--- src/verilog/pir_sens_map.svh ---
// constants for the motion sensitivity interlock: register offsets, fields, resets, timing
// assumes inclusion by design modules and by the checker and bench
`ifndef PIR_SENS_MAP_SVH
`define PIR_SENS_MAP_SVH

// ******************************
// register offsets (byte addresses)
// ******************************
`define OFS_SECTOR_SENS     12'h000
`define OFS_ROUTE           12'h004
`define OFS_CONFIG          12'h008
`define OFS_LOCKOUT_TIME    12'h00c
`define OFS_REMOTE_SENS     12'h010
`define OFS_STATUS          12'h014
`define OFS_EFFECTIVE_SENS  12'h018

// ******************************
// fields
// ******************************
`define SENS_W              4
`define SENS_MAX            4'hf
`define CFG_BASIC_LOW_BIT   0
`define CFG_BASIC_OK_BIT    1
`define STAT_LOCK_BIT       0
`define ROUTE_W             5
`define LOCK_W              16
`define ADJ_DOWN            2'h0
`define ADJ_MID             2'h1
`define ADJ_UP              2'h2

// ******************************
// reset values and the basic low offset
// ******************************
`define RST_SENS            12'h888
`define RST_ROUTE           15'h7fff
`define RST_LOCKOUT_TIME    16'h000a
`define BASIC_LOW_OFFSET    4'h2

// ******************************
// timing: lockout tick every 100 ms
// ******************************
`define CLK_HZ              10000000
`define TICK_MS             100
`define TICK_CYCLES         (`CLK_HZ / 1000 * `TICK_MS)

`endif

--- src/verilog/pir_sens_pkg.sv ---
// types shared by the motion sensitivity interlock
// assumes the map header carries every number
package pir_sens_pkg;
	typedef enum logic [1:0] {
		src_config,
		src_adjuster,
		src_remote
	} sens_source_type;

	typedef enum logic [1:0] {
		bus_idle,
		bus_write_resp,
		bus_read_resp
	} bus_state_type;
endpackage

--- src/verilog/pin_sync.sv ---
// three-flop synchroniser with agreement of the last two stages
// assumes one clock, asynchronous active-low reset
`timescale 1ns/1ns
module pin_sync #(
	parameter int WIDTH = 1
) (
	input  wire logic             clk,
	input  wire logic             rst_n,
	input  wire logic [WIDTH-1:0] pin,
	output logic      [WIDTH-1:0] level
);
	logic [WIDTH-1:0] s1_q;
	logic [WIDTH-1:0] s2_q;
	logic [WIDTH-1:0] s3_q;
	logic [WIDTH-1:0] level_d;

	// change accepted only when stages two and three agree
	assign level_d = (s2_q == s3_q) ? s3_q : level;

	always_ff @(posedge clk or negedge rst_n) begin
		if (!rst_n) begin
			s1_q  <= '0;
			s2_q  <= '0;
			s3_q  <= '0;
			level <= '0;
		end else begin
			s1_q  <= pin;
			s2_q  <= s1_q;
			s3_q  <= s2_q;
			level <= level_d;
		end
	end
endmodule

--- src/verilog/pir_motion_sensitivity_interlock.sv ---
// motion evaluation: sector sensitivity resolution, detection block routing, lockout
// assumes AXI4-Lite master on clk, sector motion and adjuster from pins
//
// The implementer's own choices: the AXI4-Lite register port and the address map.
`timescale 1ns/1ns
`include "pir_sens_map.svh"

// Contract
// - Motion is evaluated through three independent sectors of 120 degrees covering the full circle.
// - Each sector keeps its own configured sensitivity, changeable later by adjuster and remote control.
// - Each sector may be routed to any of five detection blocks, each fed only its assigned sectors.
// - The three-position adjuster shifts all sectors together by minus one, zero or plus one level.
// - Effective sensitivity follows the latest of download, adjuster move or remote command.
// - After download or remote change the adjuster position is ignored until it is moved again.
// - A global basic sensitivity of high or low is kept; low lowers all sectors by a fixed amount.
// - When basic sensitivity is unsupported the device always works with high basic sensitivity.
// - A matching status telegram on the lockout input suppresses detection for the lockout time.
// - A further matching telegram during lockout restarts the full lockout time.
module pir_motion_sensitivity_interlock
	import pir_sens_pkg::*;
#(
	parameter int NUM_SECTORS = 3,
	parameter int NUM_BLOCKS  = `ROUTE_W,
	parameter int TICK_COUNT  = `TICK_CYCLES
) (
	input  wire logic                          clk,
	input  wire logic                          rst_n,
	input  wire logic [11:0]                   s_axi_awaddr,
	input  wire logic                          s_axi_awvalid,
	output logic                               s_axi_awready,
	input  wire logic [31:0]                   s_axi_wdata,
	input  wire logic [3:0]                    s_axi_wstrb,
	input  wire logic                          s_axi_wvalid,
	output logic                               s_axi_wready,
	output logic [1:0]                         s_axi_bresp,
	output logic                               s_axi_bvalid,
	input  wire logic                          s_axi_bready,
	input  wire logic [11:0]                   s_axi_araddr,
	input  wire logic                          s_axi_arvalid,
	output logic                               s_axi_arready,
	output logic [31:0]                        s_axi_rdata,
	output logic [1:0]                         s_axi_rresp,
	output logic                               s_axi_rvalid,
	input  wire logic                          s_axi_rready,
	input  wire logic [NUM_SECTORS-1:0]        sector_motion,
	input  wire logic [1:0]                    adjuster_pos,
	input  wire logic                          motion_lockout_input,
	output logic [NUM_SECTORS*`SENS_W-1:0]     sector_threshold,
	output logic [NUM_BLOCKS-1:0]              detection_block,
	output logic                               lockout_active
);
	localparam int SW = `SENS_W;

	// ******************************
	// pin synchronisation
	// ******************************
	logic [NUM_SECTORS-1:0] motion_s;
	logic [1:0]             adj_s;
	logic                   lock_s;

	pin_sync #(.WIDTH(NUM_SECTORS + 3)) u_sync (
		.clk   (clk),
		.rst_n (rst_n),
		.pin   ({sector_motion, adjuster_pos, motion_lockout_input}),
		.level ({motion_s, adj_s, lock_s})
	);

	// ******************************
	// register bus slave
	// ******************************
	bus_state_type          bus_q;
	logic [11:0]            awaddr_q;
	logic                   aw_have_q;
	logic [31:0]            wdata_q;
	logic [3:0]             wstrb_q;
	logic                   w_have_q;
	logic [NUM_SECTORS*SW-1:0] cfg_sens_q;
	logic [NUM_SECTORS*NUM_BLOCKS-1:0] route_q;
	logic [1:0]             cfg_q;
	logic [`LOCK_W-1:0]     lock_time_q;
	logic [NUM_SECTORS*SW-1:0] eff_sens_q;
	logic [`LOCK_W-1:0]     lock_cnt_q;
	logic [5:0]             adj_seen_q;
	logic [1:0]             adj_last_q;

	wire aw_take   = s_axi_awvalid && s_axi_awready;
	wire w_take    = s_axi_wvalid && s_axi_wready;
	wire wr_go     = (bus_q == bus_idle) && (aw_have_q || aw_take) && (w_have_q || w_take);
	wire [11:0] wr_addr   = aw_have_q ? awaddr_q : s_axi_awaddr;
	wire [31:0] wr_data   = w_have_q ? wdata_q : s_axi_wdata;
	wire [3:0]  wr_strb   = w_have_q ? wstrb_q : s_axi_wstrb;
	wire rd_go     = (bus_q == bus_idle) && !wr_go && s_axi_arvalid;

	function automatic logic [31:0] merge(input logic [31:0] old_v, input logic [31:0] new_v,
		input logic [3:0] strb);
		logic [31:0] r;
		r = old_v;
		for (int i = 0; i < 4; i++) begin
			if (strb[i]) r[i*8 +: 8] = new_v[i*8 +: 8];
		end
		return r;
	endfunction

	function automatic logic known(input logic [11:0] a);
		return a == `OFS_SECTOR_SENS || a == `OFS_ROUTE || a == `OFS_CONFIG ||
			a == `OFS_LOCKOUT_TIME || a == `OFS_REMOTE_SENS || a == `OFS_STATUS ||
			a == `OFS_EFFECTIVE_SENS;
	endfunction

	wire wr_sens   = wr_go && wr_addr == `OFS_SECTOR_SENS;
	wire wr_remote = wr_go && wr_addr == `OFS_REMOTE_SENS;
	wire wr_route  = wr_go && wr_addr == `OFS_ROUTE;
	wire wr_cfg    = wr_go && wr_addr == `OFS_CONFIG;
	wire wr_ltime  = wr_go && wr_addr == `OFS_LOCKOUT_TIME;
	wire [31:0] sens_merged = merge(32'(cfg_sens_q), wr_data, wr_strb);
	wire [31:0] rem_merged  = merge(32'(eff_sens_q), wr_data, wr_strb);
	wire [31:0] route_merged = merge(32'(route_q), wr_data, wr_strb);
	wire [31:0] cfg_merged   = merge(32'(cfg_q), wr_data, wr_strb);
	wire [31:0] ltime_merged = merge(32'(lock_time_q), wr_data, wr_strb);

	logic [31:0] rd_mux;
	always_comb begin
		rd_mux = 32'h0000_0000;
		case (s_axi_araddr)
			`OFS_SECTOR_SENS:    rd_mux = 32'(cfg_sens_q);
			`OFS_ROUTE:          rd_mux = 32'(route_q);
			`OFS_CONFIG:         rd_mux = 32'(cfg_q);
			`OFS_LOCKOUT_TIME:   rd_mux = 32'(lock_time_q);
			`OFS_REMOTE_SENS:    rd_mux = 32'(eff_sens_q);
			`OFS_STATUS:         rd_mux = {15'h0000, lock_cnt_q, lockout_active};
			`OFS_EFFECTIVE_SENS: rd_mux = 32'(sector_threshold);
			default:             rd_mux = 32'h0000_0000;
		endcase
	end

	always_ff @(posedge clk or negedge rst_n) begin
		if (!rst_n) begin
			bus_q         <= bus_idle;
			aw_have_q     <= 1'b0;
			w_have_q      <= 1'b0;
			awaddr_q      <= 12'h000;
			wdata_q       <= 32'h0000_0000;
			wstrb_q       <= 4'h0;
			s_axi_awready <= 1'b1;
			s_axi_wready  <= 1'b1;
			s_axi_arready <= 1'b1;
			s_axi_bvalid  <= 1'b0;
			s_axi_bresp   <= 2'h0;
			s_axi_rvalid  <= 1'b0;
			s_axi_rresp   <= 2'h0;
			s_axi_rdata   <= 32'h0000_0000;
		end else begin
			if (aw_take && !wr_go) begin
				aw_have_q     <= 1'b1;
				awaddr_q      <= s_axi_awaddr;
				s_axi_awready <= 1'b0;
			end
			if (w_take && !wr_go) begin
				w_have_q     <= 1'b1;
				wdata_q      <= s_axi_wdata;
				wstrb_q      <= s_axi_wstrb;
				s_axi_wready <= 1'b0;
			end
			case (bus_q)
				bus_idle: begin
					if (wr_go) begin
						bus_q         <= bus_write_resp;
						aw_have_q     <= 1'b0;
						w_have_q      <= 1'b0;
						s_axi_awready <= 1'b0;
						s_axi_wready  <= 1'b0;
						s_axi_arready <= 1'b0;
						s_axi_bvalid  <= 1'b1;
						s_axi_bresp   <= known(wr_addr) ? 2'h0 : 2'h2;
					end else if (rd_go) begin
						bus_q         <= bus_read_resp;
						s_axi_arready <= 1'b0;
						s_axi_awready <= 1'b0;
						s_axi_wready  <= 1'b0;
						s_axi_rvalid  <= 1'b1;
						s_axi_rdata   <= rd_mux;
						s_axi_rresp   <= known(s_axi_araddr) ? 2'h0 : 2'h2;
					end
				end
				bus_write_resp: begin
					if (s_axi_bready) begin
						bus_q         <= bus_idle;
						s_axi_bvalid  <= 1'b0;
						s_axi_awready <= 1'b1;
						s_axi_wready  <= 1'b1;
						s_axi_arready <= 1'b1;
					end
				end
				bus_read_resp: begin
					if (s_axi_rready) begin
						bus_q         <= bus_idle;
						s_axi_rvalid  <= 1'b0;
						s_axi_awready <= !aw_have_q;
						s_axi_wready  <= !w_have_q;
						s_axi_arready <= 1'b1;
					end
				end
				default: bus_q <= bus_idle;
			endcase
		end
	end

	// ******************************
	// configuration registers
	// ******************************
	always_ff @(posedge clk or negedge rst_n) begin
		if (!rst_n) begin
			cfg_sens_q  <= `RST_SENS;
			route_q     <= `RST_ROUTE;
			cfg_q       <= 2'h0;
			lock_time_q <= `RST_LOCKOUT_TIME;
		end else begin
			if (wr_sens) cfg_sens_q <= sens_merged[NUM_SECTORS*SW-1:0];
			if (wr_route) route_q <= route_merged[NUM_SECTORS*NUM_BLOCKS-1:0];
			if (wr_cfg) cfg_q <= cfg_merged[1:0];
			if (wr_ltime) lock_time_q <= ltime_merged[`LOCK_W-1:0];
		end
	end

	// ******************************
	// sensitivity resolution
	// ******************************
	// adjuster acts only on a move; download and remote disarm it until then
	wire adj_moved = adj_s != adj_last_q;
	logic [NUM_SECTORS*SW-1:0] adj_sens;
	logic [NUM_SECTORS*SW-1:0] thr_d;
	wire basic_low = cfg_q[`CFG_BASIC_LOW_BIT] && cfg_q[`CFG_BASIC_OK_BIT];

	genvar g;
	generate
		for (g = 0; g < NUM_SECTORS; g++) begin : g_sec
			wire [SW-1:0] base = cfg_sens_q[g*SW +: SW];
			// shift is from the configured value, one level at most
			assign adj_sens[g*SW +: SW] = (adj_s == `ADJ_UP) ? ((base == `SENS_MAX) ? base : base + 1'b1) :
				(adj_s == `ADJ_DOWN) ? ((base == '0) ? base : base - 1'b1) : base;
			wire [SW-1:0] e = eff_sens_q[g*SW +: SW];
			// low basic sensitivity subtracts a fixed amount, floored at zero
			assign thr_d[g*SW +: SW] = !basic_low ? e :
				(e > `BASIC_LOW_OFFSET ? e - `BASIC_LOW_OFFSET : '0);
		end
	endgenerate

	always_ff @(posedge clk or negedge rst_n) begin
		if (!rst_n) begin
			eff_sens_q <= `RST_SENS;
			adj_last_q <= `ADJ_MID;
			adj_seen_q <= '0;
		end else begin
			adj_last_q <= adj_s;
			// latest action wins; bus writes outrank a move in the same cycle
			if (wr_sens) begin
				eff_sens_q <= sens_merged[NUM_SECTORS*SW-1:0];
			end else if (wr_remote) begin
				eff_sens_q <= rem_merged[NUM_SECTORS*SW-1:0];
			end else if (adj_moved && adj_seen_q[5]) begin
				eff_sens_q <= adj_sens;
			end
			// synchroniser comes out of reset at zero, not at the pin level;
			// stay disarmed until it has filled so that step is no move
			adj_seen_q <= {adj_seen_q[4:0], 1'b1};
		end
	end

	// ******************************
	// lockout timer and routing
	// ******************************
	logic [31:0] tick_cnt_q;
	wire tick = tick_cnt_q == 32'(TICK_COUNT - 1);
	logic lock_prev_q;
	wire lock_evt = lock_s != lock_prev_q;

	always_ff @(posedge clk or negedge rst_n) begin
		if (!rst_n) begin
			tick_cnt_q  <= 32'h0000_0000;
			lock_prev_q <= 1'b0;
			lock_cnt_q  <= '0;
		end else begin
			tick_cnt_q  <= tick ? 32'h0000_0000 : tick_cnt_q + 32'h0000_0001;
			lock_prev_q <= lock_s;
			if (lock_evt) lock_cnt_q <= lock_time_q;
			else if (tick && lock_cnt_q != '0) lock_cnt_q <= lock_cnt_q - 1'b1;
		end
	end

	wire [NUM_SECTORS-1:0] motion_ok = (lock_cnt_q != '0) ? '0 : motion_s;
	logic [NUM_BLOCKS-1:0] block_d;
	generate
		for (g = 0; g < NUM_BLOCKS; g++) begin : g_blk
			logic [NUM_SECTORS-1:0] sel;
			for (genvar s = 0; s < NUM_SECTORS; s++) begin : g_sel
				assign sel[s] = route_q[s*NUM_BLOCKS + g];
			end
			assign block_d[g] = |(motion_ok & sel);
		end
	endgenerate

	always_ff @(posedge clk or negedge rst_n) begin
		if (!rst_n) begin
			detection_block  <= '0;
			sector_threshold <= '0;
			lockout_active   <= 1'b0;
		end else begin
			detection_block  <= block_d;
			sector_threshold <= thr_d;
			lockout_active   <= lock_cnt_q != '0;
		end
	end
endmodule

--- config.mk ---
export PLATFORM = sky130hd
export DESIGN_NAME = pir_motion_sensitivity_interlock
export DESIGN_NICKNAME = d
export VERILOG_FILES = /design/src/verilog/pir_sens_pkg.sv /design/src/verilog/pin_sync.sv /design/src/verilog/pir_motion_sensitivity_interlock.sv
export VERILOG_INCLUDE_DIRS = /design/src /design/src/verilog
export SDC_FILE = /design/constraint.sdc
export NUM_CORES = 1
export LEC_CHECK = 0
export BUFFER_PORTS_ARGS = -buffer_cell sky130_fd_sc_hd__buf_2
export CORE_MARGIN = 1
export CORE_UTILIZATION = 50
export CTS_CLUSTER_DIAMETER = 40
export DETAILED_ROUTE_END_ITERATION = 8
export GPL_ROUTABILITY_DRIVEN = 0
export HOLD_SLACK_MARGIN = 0.1
export PLACE_DENSITY = 0.7
export SLEW_MARGIN = 40
export SYNTH_ARGS = -nofsm -noshare
export SYNTH_HDL_FRONTEND = slang
export SYNTH_HIERARCHICAL = 1
export SYNTH_SLANG_ARGS = --single-unit
--- constraint.sdc ---
create_clock -name clk -period 4 [get_ports clk]
set_input_delay 1.2 -clock clk [delete_from_list [all_inputs] [get_ports clk]]
set_output_delay 1.2 -clock clk [all_outputs]
set_load 0.1 [all_outputs]
# Word-level counts from Yosys, hierarchy flattened
# Cells that the tools add are included.
# word_totals
ff_bits,231
inputBits,73
out_inout_bits,59
word_cells,218
# classes
add_sub_neg,11
magnitude_cmp,3
n_eq_ne,30
mux,70
bitwise,6
reduce_logical,64
# ops
operator,n
17-bit case mux with 7 select lines,1
4-bit two-way mux,20
12-bit by 5-bit equality test with 1-bit output (second input constant),6
12-bit by 4-bit equality test with 1-bit output (second input constant),4
12-bit two-way mux,4
16-bit two-way mux,3
32-bit by 1-bit adder with 32-bit output (second input constant),1
32-bit by 20-bit equality test with 1-bit output (second input constant),1
32-bit two-way mux,1
1-bit two-way mux,25
12-bit by 3-bit equality test with 1-bit output (second input constant),2
12-bit zero test,2
1-bit logical AND,16
8-bit two-way mux,2
2-bit AND reduction,8
16-bit nonzero test,1
16-bit by 1-bit subtractor with 16-bit output (second input constant),1
3-bit AND,5
3-bit OR reduction,5
1-bit logical OR,14
2-bit two-way mux,7
4-bit by 1-bit adder with 4-bit output (second input constant),3
4-bit equality test (second input constant),3
4-bit by 2-bit greater-than comparator with 1-bit output (second input constant),3
21 further kinds,46

# Depth between registers and ports, before layout
# Gate-level depths: netlist of the first run.
# depth
word_depth,10
depth_mapped,8
mapped_depth_nobuf,7

# Cells and area by module
# Netlist of the first run, hierarchy kept.
# modules_own_cells
module,n_inst,cells_each,area_per_inst_um2,seq_area_each_um2
pir_motion_sensitivity_interlock,1,924,10149.7,4788.3
pin_sync,1,38,743.2,600.6

# Least setup slack after synthesis of the first run
# No wires, ideal clock.
# synth_path
path_type,in2reg
start,input port s_axi_awaddr[8]
end,register eff_sens_q[8]
setup_time_ns,0.125
t_arrival_ns,2.804
required_ns,3.875
path_slack_ns,1.071
stages,5
n_path_buf,0
path_cell_list,nor4_1 nand2_2 a2111oi_4 mux2_2 mux2_2
# synth_between
elab_chain_len,5
elab_cells_between_ends,10
classes_between,eq/ne: 2; mux: 3; reduce/logical: 5
# synth_lines
element,line_no,source
from (decl),pir_motion_sensitivity_interlock.sv:28,"input wire logic [11:0] s_axi_awaddr,"
12-bit two-way mux *,pir_motion_sensitivity_interlock.sv:89,wire [11:0] wr_addr = aw_have_q ? awaddr_q : s_axi_awaddr;
12-bit by 5-bit equality test with 1-bit output (no source line) / 12-bit zero test (equally long branches),n/a,
1-bit logical AND (no source line),n/a,
3-bit inequality test (no source line) (tied with other cells),n/a,
2-bit AND reduction (no source line) / 12-bit two-way mux (equally long branches),n/a,
to (signal assigned),pir_motion_sensitivity_interlock.sv:250,eff_sens_q <= `RST_SENS;
to (signal assigned),pir_motion_sensitivity_interlock.sv:257,eff_sens_q <= sens_merged[NUM_SECTORS*SW-1:0];
to (signal assigned),pir_motion_sensitivity_interlock.sv:259,eff_sens_q <= rem_merged[NUM_SECTORS*SW-1:0];
to (decl),pir_motion_sensitivity_interlock.sv:81,logic [NUM_SECTORS*SW-1:0] eff_sens_q;
# Mark *: on every way between the ends. The rest lies on a longest branch, timed or not.
# A chain may end at the register's enable or synchronous reset.

# Worst setup path after layout of the first run
# layout_path
start,input port s_axi_awaddr[8]
end,register lock_time_q[8]
# layout_between
elab_chain_len,4
# layout_lines
element,line_no,source
12-bit two-way mux,pir_motion_sensitivity_interlock.sv:89,
12-bit by 4-bit equality test with 1-bit output (no source line),n/a,
1-bit logical AND (no source line),n/a,
2-bit AND reduction (no source line),n/a,
to (signal assigned),pir_motion_sensitivity_interlock.sv:216,lock_time_q <= `RST_LOCKOUT_TIME;
to (signal assigned),pir_motion_sensitivity_interlock.sv:221,if (wr_ltime) lock_time_q <= ltime_merged[`LOCK_W-1:0];
to (decl),pir_motion_sensitivity_interlock.sv:80,logic [`LOCK_W-1:0] lock_time_q;
# No other way between the ends.

==> impl_metrics.env, run 1 <==
export IMPL_outcome="finished, final reports clean"
export IMPL_worstRegToRegCells=5
export IMPL_grt_overflow=0
export IMPL_tightestPinTransition_ns=0.6669
export IMPL_totalNegativeSetupSlack_ns=0
export IMPL_design_final_nets=1161
export IMPL_yosys_cell_count_top_type="dfrtp_1"
export IMPL_slowest_delay_ns=0.54
export IMPL_dieArea_sq_um=22380
export IMPL_report_final_hold_viol_count=0
export IMPL_viasPerCell=5.876
export IMPL_dpl_instance_area_sq_um=11650
export IMPL_fin_util_pct=60.41
export IMPL_timing_critical_path_buf_inv=1
export IMPL_worst_slack_after_detailed_placement_ns=0.6377
export IMPL_grt_setup_unrepaired="false"
export IMPL_synth_lib_cells_used_distinct=79
export IMPL_start_util_pct=51.33
export IMPL_antenna_violation_net_count_after_detailed_routing=0
export IMPL_die_x_um=149.6
export IMPL_worst_slack_ns=1.164
export IMPL_crit_type="input port to flip-flop"
export IMPL_final_instance_count_excl_fill=1372
export IMPL_synthDominantCellAreaShare_pct=42.96
export IMPL_routed_wl_um=26210
export IMPL_cp_slowest_cell="nand4_1"
export IMPL_cellLeakagePower_nw=5.834
export IMPL_numPlacedInstances=1310
export IMPL_cp_endpoint="lock_time_q[8]$_DFFE_PN0P_"
export IMPL_postSynth_asyncResetShare_pct=100.0
export IMPL_top_post_synthesis_cells_by_area="dfrtp_1 43%, mux2_2 11%, dfstp_2 6.5%, mux2i_1 2.8%, nor2_1 2.2%"
export IMPL_hold_path_class="flip-flop to flip-flop"
export IMPL_area_growth_pct=17.69
export IMPL_finalHoldWorstSlack_ns=0.3435
export IMPL_floorplan_die_height_um=149.6
export IMPL_clockBufferDepth=3
export IMPL_timing_final_max_slew_violations=0
export IMPL_place_hpwl_um=18690
export IMPL_syn_area_sq_um=10890
export IMPL_setup_worst_path_start_class="input port"
export IMPL_post_synth_most_frequent_cells="187 x dfrtp_1, 111 x mux2_2, 64 x nor2_1"
export IMPL_cts_tree="yes"
export IMPL_n_antenna_cell=0
export IMPL_critical_path_depth=6
export IMPL_floorplan_io_pins=132
export IMPL_vdd_ir_drop_worst_uv=476.2
export IMPL_path_delay_family="simple AND/OR/NAND/NOR gates"
export IMPL_layout_cell_area_non_filler_sq_um=12820
export IMPL_rows=53
export IMPL_max_slew_margin_rel_pct=55.07
export IMPL_power_per_cell_area_nw_per_um2=654.8
export IMPL_postSynthAreaPerCell_sq_um=11.32
export IMPL_synth_seq_cells=214
export IMPL_syn_instance_count=962
export IMPL_detail_route_first_pass_iterations=5
export IMPL_fin_crit_share_pct=70.90
export IMPL_layout_min_cycle_time_ns=2.836
export IMPL_cts_made_buffers=34
export IMPL_cts_root_buffer="clkbuf_16"
export IMPL_final_layout_size_suffix_gt1_share_pct=31.63
export IMPL_ys_dominant_reg_cell="dfrtp_1"
export IMPL_rr_startpoint="aw_have_q$_DFF_PN0_"
export IMPL_finalSetupViolations=0
export IMPL_sequential_cell_area_fraction_in_the_yosys_report_pct=49.47
export IMPL_route_detailed_wl_per_inst_um=19.11
export IMPL_grt_pass1_wl_um=41940
export IMPL_htree_num_levels=2
export IMPL_grt_start_max_net_pins=75
export IMPL_core_area_sq_um=21220
export IMPL_first_iter_violations=557
export IMPL_cts_reportedPaths_clkPinSlew_ns=0.05
export IMPL_count_of_flip_flops_with_a_built_in_enable_after_synthesis=0
export IMPL_post_cts_setup_buffers=0
export IMPL_groute_usage_overall_pct=24.25
export IMPL_maxCapViolations=0
export IMPL_clk_lat_worst_skew_ns=0.52
export IMPL_grt_antenna_before_repair=0
export IMPL_fillers=1755
export IMPL_cts_hold_fix_buffers=0
export IMPL_yosysWarnings=6
export IMPL_crit_path_cell_trace="buf_2, nor4_1, nand2_2, a21oi_1, nand4_1, mux2_2"
export IMPL_worstPathMaxFanout=8
export IMPL_numClockSinks=214
export IMPL_vias=8062
export IMPL_post_route_drc_count=0
export IMPL_reg2reg_slack_ns=1.21
export IMPL_worstPathArrival_ns=3.23
export IMPL_yosysTopAreaCell="dfrtp_1"
export IMPL_crit_start="s_axi_awaddr[8]"
export IMPL_worst_endpoint_required_ns=4.39
export IMPL_number_of_global_route_vias_before_repair=7774
export IMPL_crit_reg2reg_capture="lock_time_q[8]$_DFFE_PN0P_"
export IMPL_report_power_total_mw=8.394
export IMPL_max_freq_mhz=352.6
export IMPL_post_cts_resized=0
export IMPL_io_buffer_count=96
export IMPL_critPathCaptureType="flip-flop"
export IMPL_worst_clock_skew_ns=0.02879
==> power breakdown <==
group	switching [mW]	leakage [nW]	internal, mW	total, mW
Clock	1.04	0.558	1.92	2.96
Combinational	1.60	2.60	0.838	2.44
Sequential	0.414	2.68	2.58	3.00
==> final cells by class <==
class / instances / area [sq um] / area share, %
clock buffer: 45 / 933.4 / 7.281
tap: 275 / 344.1 / 2.684
multi-input combinational: 668 / 5130 / 40.02
sequential: 214 / 5389 / 42.04
timing repair buffer: 114 / 650.6 / 5.075
clock inverter: 17 / 226.5 / 1.767
inverter: 39 / 146.4 / 1.142
==> registers in the layout (all words and copies together), names as in the netlist, 15 cells and up <==
signal / count
tick_cnt_q: 32
s_axi_rdata: 17
lock_cnt_q: 16
lock_time_q: 16
wdata_q: 16
route_q: 15
==> cells by family (layout without fill, tap and decap cells) <==
kind of cell	after synthesis	count (layout)	share of synthesized area, %
AO/OA/AOI/OAI	174	174	10.94
AND/OR/NAND/NOR	261	261	12.98
flip-flops	214	214	49.47
buffers and inverters	96	215	4.296
adder cells (fa/ha/maj)	17	17	1.953
multiplexers	153	153	16.68
XOR/XNOR	45	45	3.618
other	2	18	0.06894
==> worst min-delay path by stage <==
stage / cells past startpoint / slack [ns] / startpoint / end
floorplan: 0 / 0.33 / adj_seen_q[0]$_DFF_PN0_ / adj_seen_q[1]$_DFF_PN0_
finish: 0 / 0.34 / adj_seen_q[3]$_DFF_PN0_ / adj_seen_q[4]$_DFF_PN0_
CTS: 0 / 0.35 / adj_seen_q[3]$_DFF_PN0_ / adj_seen_q[4]$_DFF_PN0_
detailed placement: 0 / 0.34 / adj_seen_q[3]$_DFF_PN0_ / adj_seen_q[4]$_DFF_PN0_
global route: 0 / 0.35 / u_sync/s1_q[1]$_DFF_PN0_ / u_sync/s2_q[1]$_DFF_PN0_
global placement: 0 / 0.33 / u_sync/s1_q[0]$_DFF_PN0_ / u_sync/s2_q[0]$_DFF_PN0_
==> layout by cell type (no fill, tap or decap), drive strengths merged, types with 4 or more instances in the layout <==
| cell | Yosys | layout |
|---|---|---|
| nor2 | 64 | 64 |
| a31oi | 18 | 18 |
| conb | 2 | 18 |
| ha | 17 | 17 |
| clkinv | 0 | 9 |
| xor2 | 21 | 21 |
| o211ai | 8 | 8 |
| a21oi | 33 | 33 |
| nand2 | 57 | 57 |
| inv | 39 | 40 |
| nor4 | 16 | 16 |
| clkbuf | 27 | 45 |
| or2 | 4 | 4 |
| mux4 | 11 | 11 |
| mux2 | 112 | 112 |
| bufinv | 0 | 4 |
| or4 | 7 | 7 |
| xnor2 | 24 | 24 |
| nand3 | 21 | 21 |
| mux2i | 30 | 30 |
| buf | 30 | 114 |
| or3 | 13 | 13 |
| nor4b | 5 | 5 |
| nand4 | 16 | 16 |
| and3 | 15 | 15 |
| dfrtp | 187 | 187 |
| and4 | 7 | 7 |
| a222oi | 5 | 5 |
| a22oi | 21 | 21 |
| o21ai | 43 | 43 |
| o31ai | 5 | 5 |
| dfstp | 27 | 27 |
| nor3 | 17 | 17 |
| a21o | 7 | 7 |
==> layer usage <==
layer	up-vias	GRT usage, %	part of all wire [%]
li1	3734	-	-
met1	3972	34.49	45
met2	302	36.99	45
met3	54	4.604	7.4
met4	0	8.520	2.7
met5	-	0	0
(Power assumes the default switching activity.)
==> inputs of run 2 (changes only) <==
==> constraint.sdc (replaced) <==
create_clock -name clk -period 2.8 [get_ports clk]
set_input_delay 0.84 -clock clk [delete_from_list [all_inputs] [get_ports clk]]
set_output_delay 0.84 -clock clk [all_outputs]
set_load 0.1 [all_outputs]
==> run 2 against run 1 <==
Compared with the run above:
- worst setup slack got worse by 0.96 ns
- power increased by 39%
- cell area increased by 0.24%
- first-iteration DRC count decreased by 4.3%
- die area unchanged
- clock skew decreased by 0.016 ns
- largest cell class unchanged
- sequential cell count unchanged
- routed wire length increased by 0.42%
- clock power increased by 29%
- largest power group unchanged
==> impl_metrics.env, run 2 (synthesis results as in run 1) <==
export IMPL_outcome="finished, final reports clean"
export IMPL_first_iter_violations=533
export IMPL_htree_num_levels=1
export IMPL_grt_setup_unrepaired="false"
export IMPL_timing_final_max_slew_violations=0
export IMPL_tightestPinTransition_ns=0.6266
export IMPL_dieArea_sq_um=22380
export IMPL_floorplan_die_height_um=149.6
export IMPL_floorplan_io_pins=132
export IMPL_report_power_total_mw=11.63
export IMPL_rows=53
export IMPL_clockBufferDepth=3
export IMPL_viasPerCell=5.850
export IMPL_grt_pass1_wl_um=42150
export IMPL_grt_antenna_before_repair=0
export IMPL_worst_slack_after_detailed_placement_ns=-0.06906
export IMPL_commonest_cells_after_routing_fill_and_taps_aside="187 x dfrtp_1, 111 x mux2_2, 95 x buf_2, 64 x nor2_1, 56 x nand2_1"
export IMPL_grt_start_max_net_pins=73
export IMPL_layout_min_cycle_time_ns=2.595
export IMPL_rr_startpoint="lock_cnt_q[0]$_DFFE_PN0P_"
export IMPL_crit_path_cell_trace="or4_1, nor3_1, nand4_1, or4_2, a31oi_1"
export IMPL_largest_register="tick_cnt_q"
export IMPL_design_final_nets=1177
export IMPL_cts_hold_fix_buffers=0
export IMPL_n_antenna_cell=0
export IMPL_cts_root_buffer="clkbuf_16"
export IMPL_worst_clock_skew_ns=0.01243
export IMPL_numPlacedInstances=1329
export IMPL_max_slew_margin_rel_pct=58.23
export IMPL_hold_path_class="input port to asynchronous set/reset pin"
export IMPL_top_regs="tick_cnt_q (32), s_axi_rdata (17)"
export IMPL_layout_commonest_cell="dfrtp_1"
export IMPL_fin_util_pct=60.56
export IMPL_core_area_sq_um=21220
export IMPL_fin_crit_share_pct=92.66
export IMPL_cts_tree="yes"
export IMPL_post_cts_resized=0
export IMPL_worst_slack_ns=0.2055
export IMPL_number_of_global_route_vias_before_repair=7788
export IMPL_largest_register_ff_count=32
export IMPL_place_hpwl_um=19290
export IMPL_area_growth_pct=17.98
export IMPL_cts_made_buffers=31
export IMPL_start_util_pct=51.33
export IMPL_worstPathArrival_ns=3.05
export IMPL_antenna_violation_net_count_after_detailed_routing=0
export IMPL_cellLeakagePower_nw=5.853
export IMPL_final_layout_size_suffix_gt1_share_pct=33.09
export IMPL_io_buffer_count=96
export IMPL_crit_type="flip-flop to flip-flop"
export IMPL_vdd_ir_drop_worst_uv=790.1
export IMPL_multi_input_area_sq_um=5114
export IMPL_max_freq_mhz=385.4
export IMPL_cp_slowest_cell="or4_2"
export IMPL_area_sequential_sq_um=5389
export IMPL_vias=8114
export IMPL_maxCapViolations=0
export IMPL_dpl_instance_area_sq_um=11800
export IMPL_fillers=1729
export IMPL_crit_reg2reg_capture="lock_cnt_q[9]$_DFFE_PN0P_"
export IMPL_numClockSinks=214
export IMPL_groute_usage_overall_pct=24.23
export IMPL_report_final_hold_viol_count=0
export IMPL_finalSetupViolations=0
export IMPL_route_detailed_wl_per_inst_um=18.98
export IMPL_clk_lat_worst_skew_ns=0.56
export IMPL_worstRegToRegCells=5
export IMPL_critPathCaptureType="flip-flop"
export IMPL_post_route_drc_count=0
export IMPL_post_cts_setup_buffers=0
export IMPL_cts_reportedPaths_clkPinSlew_ns=0.06
export IMPL_die_x_um=149.6
export IMPL_worst_endpoint_required_ns=3.26
export IMPL_setup_worst_path_start_class="flip-flop"
export IMPL_detail_route_first_pass_iterations=8
export IMPL_worstPathMaxFanout=12
export IMPL_reg2reg_slack_ns=0.21
export IMPL_grt_overflow=0
export IMPL_final_instance_count_excl_fill=1387
export IMPL_routed_wl_um=26320
export IMPL_power_per_cell_area_nw_per_um2=905.3
export IMPL_slowest_delay_ns=0.68
export IMPL_layout_cell_area_non_filler_sq_um=12850
[run 2: changes by cell type in the layout (fill, tap and decap cells not counted)]
cell,previous run,this run
buf_12,2,3
buf_4,16,34
bufinv_16,4,2
clkbuf_1,8,1
clkbuf_16,35,31
clkinv_2,5,4
clkinvlp_4,3,10
inv_6,1,2
inv_8,0,2
nor3_1,15,16
nor3_2,2,1
xnor2_2,0,1
xnor2_4,1,0
[run 2: power by group]
group / internal (mW) / switching, mW
sequential: 3.69 / 0.596
clock: 2.31 / 1.53
combinational: 1.23 / 2.29
[run 2: critical path, delay by kind of cell, from the launching register on]
| family | cells | cell delay (ns) |
|---|---|---|
| DFF | 1 | 0.45 |
| AOI/OAI and AO/OA | 1 | 0.21 |
| and+or+nand+nor | 4 | 1.83 |
[run 2: routing by layer]
layer / part of all wire, % / GRT usage [%] / vias up
li1: - / - / 3764
met1: 46 / 34.78 / 4024
met2: 45 / 38.40 / 281
met3: 6.6 / 3.201 / 45
met4: 2.1 / 6.837 / 0
met5: 0 / 0 / -
[run 2: cell type report]
cell class / instances / area share [%]
clock inverters: 24 / 1.908
inverters: 39 / 1.139
clock buffers: 34 / 6.280
well taps: 275 / 2.677
flip-flops and latches: 214 / 41.93
multi-input cells: 668 / 39.79
repair buffers: 133 / 6.270
[run 2: stage by stage]
| step | setup TNS [ns] | hold slack (ns) |
|---|---|---|
| 2_1_floorplan | 0 | 0.3312 |
| 3_3_place_gp | -0.4328 | 0.3317 |
| 6_report | 0 | 0.2574 |
| 5_1_grt | 0 | 0.2872 |
| 3_5_place_dp | -0.4332 | 0.3358 |
| 4_1_cts | 0 | 0.2718 |
[run 2: worst max-delay path by stage]
stage	startpoint	slack, ns	to	depth (start not counted)
after floorplan	s_axi_awaddr[8]	0.23	eff_sens_q[8]$_DFFE_PN0P_	5
after global placement	s_axi_awaddr[8]	-0.06	route_q[12]$_DFFE_PN1P_	7
after detailed placement	s_axi_awaddr[8]	-0.07	route_q[10]$_DFFE_PN1P_	7
after CTS	lock_cnt_q[0]$_DFFE_PN0P_	0.21	lock_cnt_q[9]$_DFFE_PN0P_	5
after global routing	lock_cnt_q[0]$_DFFE_PN0P_	0.05	lock_cnt_q[9]$_DFFE_PN0P_	5
final	lock_cnt_q[0]$_DFFE_PN0P_	0.21	lock_cnt_q[9]$_DFFE_PN0P_	5
